$ cat config.mk
export PLATFORM = sky130hd
export DESIGN_NAME = csr_routing
export DESIGN_NICKNAME = d
export VERILOG_FILES = /design/src/csr_pkg.sv /design/src/csr_routing.sv
export SDC_FILE = /design/constraint.sdc
export NUM_CORES = 1
export LEC_CHECK = 0
export BUFFER_PORTS_ARGS = -buffer_cell sky130_fd_sc_hd__buf_2
export CORE_MARGIN = 2
export CORE_UTILIZATION = 60
export DETAILED_ROUTE_END_ITERATION = 12
export PLACE_DENSITY = 0.8
export SLEW_MARGIN = 25
export SYNTH_ARGS = -nofsm -noshare
export SYNTH_HDL_FRONTEND = slang
export SYNTH_SLANG_ARGS = --single-unit
$ cat constraint.sdc
create_clock -name clock -period 26.8 [get_ports clock]
set_input_delay 2.68 -clock clock [delete_from_list [all_inputs] [get_ports clock]]
set_output_delay 2.68 -clock clock [all_outputs]
set_load 0.01 [all_outputs]
$ cat src/csr_pkg.sv
// constants and types for the conversion signal routing block
// assumes a 200 MHz system clock and an APB master with 32-bit data
package csr_pkg;
   localparam logic [11:0] CSR_ENABLE_ADDR = 12'h33c;
   localparam logic [11:0] CSR_DRIVER_ADDR = 12'h340;
   localparam logic [11:0] CSR_SOURCE_ADDR = 12'h344;
   localparam logic [11:0] CSR_CLK1_ADDR = 12'h320;
   localparam logic [11:0] CSR_CLK2_ADDR = 12'h324;
   localparam logic [11:0] CSR_TRIG1_ADDR = 12'h32c;
   localparam logic [11:0] CSR_TRIG2_ADDR = 12'h330;
   localparam int CSR_EN_CLK1_BIT = 0;
   localparam int CSR_EN_CLK2_BIT = 1;
   localparam int CSR_EN_TRIG_BIT = 8;
   localparam logic [31:0] CSR_ENABLE_MASK = 32'h0000_0103;
   localparam logic [31:0] CSR_ROUTE_MASK = 32'h0000_003f;
   localparam logic [31:0] CSR_CLKGEN_MASK = 32'h6fff_ffff;
   localparam logic [31:0] CSR_TRIG1_MASK = 32'h2fff_ffff;
   localparam logic [31:0] CSR_TRIG2_MASK = 32'h0fff_ffff;
   localparam logic [31:0] CSR_CLKGEN_RESET = 32'h0fff_ffff;
   localparam logic [31:0] CSR_TRIG1_RESET = 32'h0fff_ffff;
   localparam int CSR_DIV_MSB = 27;
   localparam int CSR_ISRC_LSB = 29;
   localparam int CSR_TSRC_BIT = 29;
   localparam logic [1:0] CSR_ROUTE_BACK = 2'h2;
   localparam logic [1:0] CSR_ROUTE_FRONT = 2'h3;
   localparam int CSR_PIN_CLK1 = 0;
   localparam int CSR_PIN_CLK2 = 2;
   localparam int CSR_PIN_TRIG = 4;
endpackage

$ cat src/csr_routing.sv
// conversion clock and frame trigger generation and routing, APB slave
// assumes 20/22.05/60 MHz source ticks arrive as clock-domain strobes
//
// The APB slave port was decided locally.
`timescale 1ns/1ps
`default_nettype none
module csr_routing
   import csr_pkg::*;
(
   input wire logic clock,
   input wire logic rst_b,
   input wire logic psel,
   input wire logic penable,
   input wire logic pwrite,
   input wire logic [11:0] paddr,
   input wire logic [31:0] pwdata,
   output logic [31:0] prdata,
   output logic pready,
   output logic pslverr,
   input wire logic [2:0] src_tick,
   input wire logic [2:0] backplane_connector_in,
   output logic [2:0] backplane_connector_out,
   output logic [2:0] backplane_connector_oe_b,
   input wire logic [7:0] front_digital_pin_in,
   output logic [7:0] front_digital_pin_out,
   output logic [7:0] front_digital_pin_oe_b,
   input wire logic [7:0] dio_output_enable,
   input wire logic [7:0] dio_output_value,
   output logic [2:0] conversion_signal
);
   typedef struct packed {
      logic [31:0] enable_reg;
      logic [31:0] driver_reg;
      logic [31:0] source_reg;
      logic [31:0] clk1_reg;
      logic [31:0] clk2_reg;
      logic [31:0] trig1_reg;
      logic [31:0] trig2_reg;
      logic [5:0] in_s1;
      logic [5:0] in_s2;
      logic [2:0] tick_s1;
      logic [2:0] tick_s2;
      logic [27:0] div1;
      logic [27:0] div2;
      logic [27:0] tdiv;
      logic [27:0] tleft;
      logic tdone;
      logic gen1;
      logic gen2;
      logic gtrig;
      logic [31:0] prdata;
      logic pready;
      logic pslverr;
      logic [2:0] bp_out;
      logic [2:0] bp_oe_b;
      logic [7:0] fp_out;
      logic [7:0] fp_oe_b;
      logic [2:0] conv;
   } csr_state_t;

   csr_state_t s_reg, s_next;
   logic [1:0] rst_sync_reg;
   logic rst_int_b;

   // synchroniser kept apart: it resets on the raw pin, the state on its copy
   assign rst_int_b = rst_sync_reg[1];

   // pick a source tick by two-bit internal source code; code 11 gives no tick
   function automatic logic pick_tick(input logic [1:0] code, input logic [2:0] t);
      pick_tick = (code == 2'h3) ? 1'b0 : t[code];
   endfunction

   // decode one source field: local, backplane line or front pin
   function automatic logic pick_src(input logic [1:0] code, input logic local_sig,
                                     input logic bp, input logic fp);
      if (code == CSR_ROUTE_BACK) begin
         pick_src = bp;
      end else if (code == CSR_ROUTE_FRONT) begin
         pick_src = fp;
      end else begin
         pick_src = local_sig;
      end
   endfunction

   // -----------------------------------------------------------------
   // reset release
   // -----------------------------------------------------------------
   always_ff @(posedge clock or negedge rst_b) begin
      if (!rst_b) begin
         rst_sync_reg <= 2'h0;
      end else begin
         rst_sync_reg <= {rst_sync_reg[0], 1'b1};
      end
   end

   // -----------------------------------------------------------------
   // next state
   // -----------------------------------------------------------------
   always_comb begin
      logic acc;
      logic wr;
      logic t1;
      logic t2;
      logic edge_sel;
      logic g1_was;
      logic g2_was;
      logic [2:0] gen_sig;
      logic [2:0] route;
      logic [1:0] f;
      logic [2:0] pin;
      int k;
      acc = psel && penable && s_reg.pready;
      wr = acc && pwrite;
      t1 = 1'b0;
      t2 = 1'b0;
      edge_sel = 1'b0;
      g1_was = 1'b1;
      g2_was = 1'b1;
      gen_sig = 3'h7;
      route = 3'h7;
      f = 2'h0;
      pin = 3'h0;
      k = 0;
      s_next = s_reg;
      s_next.in_s1 = {backplane_connector_in, front_digital_pin_in[4], front_digital_pin_in[2],
                      front_digital_pin_in[0]};
      s_next.in_s2 = s_reg.in_s1;
      s_next.tick_s1 = src_tick;
      s_next.tick_s2 = s_reg.tick_s1;

      // apb slave: one wait state, pready pulses in the access phase
      s_next.pready = psel && penable && !s_reg.pready;
      s_next.pslverr = 1'b0;
      if (psel && penable && !s_reg.pready && !pwrite) begin
         unique case (paddr)
            CSR_ENABLE_ADDR: s_next.prdata = s_reg.enable_reg;
            CSR_DRIVER_ADDR: s_next.prdata = s_reg.driver_reg;
            CSR_SOURCE_ADDR: s_next.prdata = s_reg.source_reg;
            CSR_CLK1_ADDR: s_next.prdata = s_reg.clk1_reg;
            CSR_CLK2_ADDR: s_next.prdata = s_reg.clk2_reg;
            CSR_TRIG1_ADDR: s_next.prdata = s_reg.trig1_reg;
            CSR_TRIG2_ADDR: s_next.prdata = s_reg.trig2_reg;
            default: s_next.prdata = 32'h0;
         endcase
      end
      if (wr) begin
         unique case (paddr)
            CSR_ENABLE_ADDR: s_next.enable_reg = pwdata & CSR_ENABLE_MASK;
            CSR_DRIVER_ADDR: s_next.driver_reg = pwdata & CSR_ROUTE_MASK;
            CSR_SOURCE_ADDR: s_next.source_reg = pwdata & CSR_ROUTE_MASK;
            CSR_CLK1_ADDR: s_next.clk1_reg = pwdata & CSR_CLKGEN_MASK;
            CSR_CLK2_ADDR: s_next.clk2_reg = pwdata & CSR_CLKGEN_MASK;
            CSR_TRIG1_ADDR: s_next.trig1_reg = pwdata & CSR_TRIG1_MASK;
            CSR_TRIG2_ADDR: s_next.trig2_reg = pwdata & CSR_TRIG2_MASK;
            default: s_next.enable_reg = s_reg.enable_reg;
         endcase
      end

      // -----------------------------------------------------------------
      // clock generators: toggle every divider+1 source ticks
      // -----------------------------------------------------------------
      g1_was = s_reg.gen1;
      g2_was = s_reg.gen2;
      t1 = pick_tick(s_reg.clk1_reg[CSR_ISRC_LSB+1:CSR_ISRC_LSB], s_reg.tick_s2);
      t2 = pick_tick(s_reg.clk2_reg[CSR_ISRC_LSB+1:CSR_ISRC_LSB], s_reg.tick_s2);
      if (!s_reg.enable_reg[CSR_EN_CLK1_BIT]) begin
         s_next.gen1 = 1'b1;
         s_next.div1 = 28'h0;
      end else if (t1) begin
         if (s_reg.div1 >= s_reg.clk1_reg[CSR_DIV_MSB:0]) begin
            s_next.div1 = 28'h0;
            s_next.gen1 = !s_reg.gen1;
         end else begin
            s_next.div1 = s_reg.div1 + 28'h1;
         end
      end
      if (!s_reg.enable_reg[CSR_EN_CLK2_BIT]) begin
         s_next.gen2 = 1'b1;
         s_next.div2 = 28'h0;
      end else if (t2) begin
         if (s_reg.div2 >= s_reg.clk2_reg[CSR_DIV_MSB:0]) begin
            s_next.div2 = 28'h0;
            s_next.gen2 = !s_reg.gen2;
         end else begin
            s_next.div2 = s_reg.div2 + 28'h1;
         end
      end

      // -----------------------------------------------------------------
      // frame trigger generator: low pulse of one selected clock period
      // -----------------------------------------------------------------
      edge_sel = s_reg.trig1_reg[CSR_TSRC_BIT] ? (s_next.gen2 && !g2_was)
                                               : (s_next.gen1 && !g1_was);
      if (!s_reg.enable_reg[CSR_EN_TRIG_BIT]) begin
         s_next.gtrig = 1'b1;
         s_next.tdiv = 28'h0;
         s_next.tleft = s_reg.trig2_reg[CSR_DIV_MSB:0];
         s_next.tdone = 1'b0;
      end else if (edge_sel) begin
         s_next.gtrig = 1'b1;
         if (s_reg.tdiv == 28'h0 && !s_reg.tdone) begin
            s_next.gtrig = 1'b0;
            if (s_reg.trig2_reg[CSR_DIV_MSB:0] != 28'h0) begin
               s_next.tleft = s_reg.tleft - 28'h1;
               s_next.tdone = (s_reg.tleft == 28'h1);
            end
         end
         if (s_reg.tdiv >= s_reg.trig1_reg[CSR_DIV_MSB:0]) begin
            s_next.tdiv = 28'h0;
         end else begin
            s_next.tdiv = s_reg.tdiv + 28'h1;
         end
      end

      // -----------------------------------------------------------------
      // routing of outputs and sources
      // -----------------------------------------------------------------
      gen_sig = {s_reg.gtrig, s_reg.gen2, s_reg.gen1};
      s_next.bp_out = gen_sig;
      s_next.fp_out = dio_output_value;
      s_next.fp_oe_b = ~dio_output_enable;
      s_next.bp_oe_b = 3'h7;
      for (k = 0; k < 3; k++) begin
         f = s_reg.driver_reg[2*k +: 2];
         pin = 3'(2*k);
         route[k] = pick_src(s_reg.source_reg[2*k +: 2], gen_sig[k], s_reg.in_s2[3+k],
                             s_reg.in_s2[k]);
         if (f == CSR_ROUTE_BACK) begin
            s_next.bp_oe_b[k] = 1'b0;
         end
         if (f == CSR_ROUTE_FRONT && !dio_output_enable[pin]) begin
            s_next.fp_oe_b[pin] = 1'b0;
            s_next.fp_out[pin] = gen_sig[k];
         end
      end
      s_next.conv = route;
   end

   // -----------------------------------------------------------------
   // state register
   // -----------------------------------------------------------------
   always_ff @(posedge clock or negedge rst_int_b) begin
      if (!rst_int_b) begin
         s_reg.enable_reg <= 32'h0;
         s_reg.driver_reg <= 32'h0;
         s_reg.source_reg <= 32'h0;
         s_reg.clk1_reg <= CSR_CLKGEN_RESET;
         s_reg.clk2_reg <= CSR_CLKGEN_RESET;
         s_reg.trig1_reg <= CSR_TRIG1_RESET;
         s_reg.trig2_reg <= 32'h0;
         s_reg.in_s1 <= 6'h0;
         s_reg.in_s2 <= 6'h0;
         s_reg.tick_s1 <= 3'h0;
         s_reg.tick_s2 <= 3'h0;
         s_reg.div1 <= 28'h0;
         s_reg.div2 <= 28'h0;
         s_reg.tdiv <= 28'h0;
         s_reg.tleft <= 28'h0;
         s_reg.tdone <= 1'b0;
         s_reg.gen1 <= 1'b1;
         s_reg.gen2 <= 1'b1;
         s_reg.gtrig <= 1'b1;
         s_reg.prdata <= 32'h0;
         s_reg.pready <= 1'b0;
         s_reg.pslverr <= 1'b0;
         s_reg.bp_out <= 3'h7;
         s_reg.bp_oe_b <= 3'h7;
         s_reg.fp_out <= 8'h0;
         s_reg.fp_oe_b <= 8'hff;
         s_reg.conv <= 3'h7;
      end else begin
         s_reg.enable_reg <= s_next.enable_reg;
         s_reg.driver_reg <= s_next.driver_reg;
         s_reg.source_reg <= s_next.source_reg;
         s_reg.clk1_reg <= s_next.clk1_reg;
         s_reg.clk2_reg <= s_next.clk2_reg;
         s_reg.trig1_reg <= s_next.trig1_reg;
         s_reg.trig2_reg <= s_next.trig2_reg;
         s_reg.in_s1 <= s_next.in_s1;
         s_reg.in_s2 <= s_next.in_s2;
         s_reg.tick_s1 <= s_next.tick_s1;
         s_reg.tick_s2 <= s_next.tick_s2;
         s_reg.div1 <= s_next.div1;
         s_reg.div2 <= s_next.div2;
         s_reg.tdiv <= s_next.tdiv;
         s_reg.tleft <= s_next.tleft;
         s_reg.tdone <= s_next.tdone;
         s_reg.gen1 <= s_next.gen1;
         s_reg.gen2 <= s_next.gen2;
         s_reg.gtrig <= s_next.gtrig;
         s_reg.prdata <= s_next.prdata;
         s_reg.pready <= s_next.pready;
         s_reg.pslverr <= s_next.pslverr;
         s_reg.bp_out <= s_next.bp_out;
         s_reg.bp_oe_b <= s_next.bp_oe_b;
         s_reg.fp_out <= s_next.fp_out;
         s_reg.fp_oe_b <= s_next.fp_oe_b;
         s_reg.conv <= s_next.conv;
      end
   end

   // -----------------------------------------------------------------
   // outputs, all straight from the state register
   // -----------------------------------------------------------------
   assign prdata = s_reg.prdata;
   assign pready = s_reg.pready;
   assign pslverr = s_reg.pslverr;
   assign backplane_connector_out = s_reg.bp_out;
   assign backplane_connector_oe_b = s_reg.bp_oe_b;
   assign front_digital_pin_out = s_reg.fp_out;
   assign front_digital_pin_oe_b = s_reg.fp_oe_b;
   assign conversion_signal = s_reg.conv;
endmodule
`default_nettype wire

### Word-level counts from Yosys, hierarchy flattened

Index checks and enable logic that the tools add are counted.

* add/subtract/negate cells: 4
* magnitude comparators: 5
* eq/ne operators: 27
* multiplexer cells: 43
* bitwise operators: 1
* reduce and logical (&&, ||, !) cells: 29

Operator list (count)
* case mux 31 bit (7 select lines): 1
* two-way mux 28 bit: 7
* two-way mux 57 bit: 2
* adder 28 x 1 -> 28 bit (second input constant): 3
* equality test 12 x 10 -> 1 bit (second input constant): 7
* greater-or-equal comparator 28 bit: 3
* two-way mux 29 bit: 2
* two-way mux 1 bit: 29
* equality test 2 bit (second input constant): 14
* equality test 28 x 1 -> 1 bit (second input constant): 1
* logical NOT 28 bit: 1
* nonzero test 28 bit: 1
* subtractor 28 x 1 -> 28 bit (second input constant): 1
* AND reduction 2 bit: 7
* logical AND 1 bit: 11
* != test 2 x 1 -> 1 bit (second input constant): 5
* logical NOT 1 bit: 8
* NOT 8 bit: 1
* < comparator 2 x 3 -> 1 bit (second input constant): 2
* binary-select mux 1 bit (select 2 bit): 2
* AND reduction 3 bit: 1

* register bits after elaboration: 326
* input port bits: 79
* output and inout bits: 59
* word-level logic and storage cells: 136

### Longest topological paths before layout

* depth in word-level cells: 9
* gate-level depth with buffers: 12
* depth with buffers taken out: 10

### Worst setup path before layout

Ideal clock, no wire load.

* path kind: input-to-reg
* from: input paddr[7]
* to: register s_reg[200] in the netlist's numbering
* arrival: 4570 ps
* slack: 22105 ps
* cell stages on the path: 8
* cell sequence: nor3_1 -> nand4_1 -> nor4_2 -> and2_1 -> buf_2 -> nand2_2 -> buf_2 -> mux2_2

* longest elaborated chain between the ends: 2

RTL lines
* start, declared: RTL line csr_routing.sv:15 `input wire logic [11:0] paddr,`
* equality test 12 x 10 -> 1 bit: RTL line csr_routing.sv:147 `unique case (paddr)`
* AND reduction 2 bit (no source line)
* end, declared: RTL line csr_routing.sv:61 `csr_state_t s_reg, s_next;`

Every way passes these cells.
A chain may end at the register's enable or synchronous reset.

### Worst setup path in the final report

* from: input paddr[7]
* to: register s_reg[202] in the netlist's numbering

Same word-level chain as after synthesis.

==> run metrics <==
final setup fails 0; TritonCTS buffer count 36; Final Max Tran Viols 0; FF+latch count, synth 324; Flop pwr share between 40 and 50%; gr ovfl total 0; Post-synth EDFFs 0; CTS tree done; core area 27,900 um^2; hold path start s_next[184]$_DFF_PN0_; drt pass-1 iters 5; first-pass GRT wire length 70.9 mm; kind of critical path in2reg; max reg flops 254; min cycle time layout 4840 ps; fin cells around 2,200; postcts setup bufs 0; VDD IR max 52.4 uV; post-synthesis cell type count 70; Routed WL around 44 mm; Core Util, Final 67.8%; Critical Path Sink Type register; Comb power frac 4.2%; Arr. time, crit path 5240 ps; clock sink count 324; Yosys top cell area share between 30% and 40%; antenna-violating nets left 0; post-synthesis sequential area ratio 48.3%; Synth Area in Compound Gates 14.5%; routed wire length per instance approximately 20 um; syn_area_per_cell 9.96 um^2; largest family of logic cells by synthesized area simple AND/OR/NAND/NOR gates; Clock Tree Buf Depth 3; post-synthesis mux area share between 6 and 7%; xor-xnor portion of the synthesized cell area 3.13%; worst-path fanout max 28; ratio of cells with drive above 1 in the final layout 23.3%; Yosys Warn Count 0; P_int 0.817 mW; Synth Area in Simple Gates between 10% and 20%; die area about 30,000 um^2; HP Class reg2reg; Final Cell Area 18,900 um^2; CTS root buf clkbuf_16; GRT Overall Usage ~30%; pin count of the biggest net entering global routing 192; via count roughly 14,000; Final Skew 13.5 ps; Primary FF master, synth dfrtp_1; Synth Instances about 1,700; Setup TNS 0 ps; Starting DRT DRC Count approximately 1,200; R2R cell count 12; final hold vios 0; sw frac between 20% and 30%; vias per cell 6.21; fraction of registers with async set/reset 100%; RePlAce Congestion 0.911; vias in the first global route 13,257; Hold EP s_reg[184]$_DFF_PN0_; area share of fa/ha/maj cells after synthesis ~6.6%; Max-Cap Viols 0; Chip Height around 170 um; hold_buf cts 0; Worst Hold Depth 0; Post-Syn Area between 15,000 and 20,000 um^2; initial antenna violation count 0; dpl hpwl 30.7 mm; top cells by area, synth dfrtp_1 32%, dfstp_2 16%, ha_1 6.6%, mux2_2 5.4%, o21ai_0 4.3%; Worst-Margin Slew ~940 ps; Core Rows 61; unrepaired setup endpoints after global routing no; PwrDens roughly 56 nW/um^2; Slew HR 37.4%; placed inst area 17,600 um^2; switching power total around 0.24 mW; die width 173 um; Residual DRC 0; htree depth 2; synth-to-layout area growth 10.8%; worst path required time 27,200 ps; Fmax a little over 200 MHz; Clock power frac approximately 47%; reg-to-reg setup timing slack ~23,000 ps; Worst-path clk slew 60 ps; Port Buffers 127; Startpoint Class input port; RR Endpoint s_reg[106]$_DFFE_PN0P_; Synth area leader dfrtp_1; Initial Util 61.2%; Inst Count DP around 2,100; Hold WS around 350 ps; I/O pins between 100 and 150; P_leak 9.07 nW; Final Cycle Share 18.0%; Reg2Reg Launch Point s_reg[312]$_DFFE_PN1P_; status finished clean; # resized after CTS 0; nets just under 2,000; worst-skew pair later-pin latency ~520 ps
[cell type report]
| class | instances | area (um^2) |
|---|---|---|
| Fill cell | 2109 | 8970 |
| Sequential cell | 324 | 8240 |
| Multi-Input combinational cell | 1155 | 7770 |
| Clock buffer | 56 | 1090 |
| Timing Repair Buffer | 143 | 788 |
| Tap cell | 378 | 473 |
| Inverter | 109 | 409 |
| Clock inverter | 10 | 113 |
| Antenna cell | 1 | 2.50 |
[through the flow]
| stage | power, mW | setup WS [ps] |
|---|---|---|
| final | 1.06 | 21960 |
| after global routing | 1.09 | 21830 |
| after CTS | 1.06 | 21510 |
| after detailed placement | 0.564 | 21020 |
| after global placement | 0.562 | 21070 |
| after floorplan | 0.547 | 17280 |
[placed cells by master, fill, tap and decap left out, types with 11 or more instances in the layout]
| cell | n |
|---|---|
| nor2_1 | 125 |
| nand3_1 | 45 |
| xnor2_1 | 36 |
| a21oi_1 | 78 |
| a2111oi_0 | 13 |
| dfstp_2 | 104 |
| mux2_2 | 82 |
| nand2_1 | 187 |
| a221oi_1 | 21 |
| nor3_1 | 18 |
| nand4_1 | 29 |
| ha_1 | 90 |
| xor2_1 | 25 |
| nand2b_1 | 14 |
| a221o_1 | 11 |
| a22o_1 | 26 |
| buf_4 | 14 |
| a211oi_1 | 12 |
| buf_2 | 127 |
| or3_1 | 15 |
| clkbuf_16 | 37 |
| dfrtp_1 | 218 |
| inv_1 | 109 |
| nor4_1 | 17 |
| mux2i_1 | 14 |
| o21ai_0 | 148 |
| and3_1 | 23 |
[Yosys cell counts (5+ instances only)]
master and number:
or3_1 15, or2_2 8, nor4_1 18, a211oi_1 12, and4_1 6, clkbuf_1 54, o21ai_0 148, a22o_1 26
nor3_1 20, xnor2_1 36, a22oi_1 8, nand2_1 187, inv_1 109, a21oi_1 79, mux2i_1 14, xor2_1 25
nand3_1 45, nand2b_1 14, nand3b_1 7, nor2b_1 6, and2_1 6, nor2_1 125, nand4_1 29, a221o_1 11
buf_4 59, dfrtp_1 220, and3_1 24, a2111oi_2 5, mux2_2 82, a221oi_1 21, a2111oi_0 13, a21o_1 10
o31ai_1 9, ha_1 90, buf_2 11, dfstp_2 104
[layer usage]
layer | part of all wire, % | track usage (%)
met1 | 41 | 40.1
met2 | 46 | 46.7
met3 | 8.5 | 5.43
met4 | 4.7 | 13.6
met5 | 0 | 0
[worst max path at each step]
stage | startpoint | endpoint | cells past startpoint
floorplan | rst_sync_reg[1]$_DFF_PN0_ | front_digital_pin_out[0]$_DFF_PN0_ | 0
global placement | paddr[7] | s_reg[319]$_DFFE_PN0P_ | 7
detailed placement | paddr[7] | s_reg[319]$_DFFE_PN0P_ | 7
CTS | paddr[7] | s_reg[319]$_DFFE_PN0P_ | 7
global route | paddr[7] | s_reg[211]$_DFFE_PN0P_ | 7
finish | paddr[7] | s_reg[202]$_DFFE_PN0P_ | 7
[power by group through the flow]
| stage | Combinational (mW) | Sequential (mW) | Clock, mW |
|---|---|---|---|
| after floorplan | 0.0239 | 0.523 | 0 |
| after global placement | 0.0422 | 0.520 | 0 |
| after detailed placement | 0.0434 | 0.521 | 0 |
| after CTS | 0.0437 | 0.512 | 0.504 |
| after global routing | 0.0495 | 0.514 | 0.527 |
| final | 0.0440 | 0.512 | 0.499 |
[kinds of logic (layout without fill, tap and decap cells)]
group	after synthesis	in the layout
adder cells (fa/ha/maj)	90	90
AND/OR/NAND/NOR	523	523
buffers and inverters	234	318
multiplexers	96	96
flip-flops	324	324
other	2	5
AO/OA/AOI/OAI	381	381
XOR/XNOR	61	61
[critical path, cell delays in order]
cell and delay, ps:
buf_2 100, nor3_1 190, nand4_1 340, nor4_4 660
and2_1 250, nand2_2 490, mux2_2 490
No activity file was read; power rests on OpenSTA's default activity.
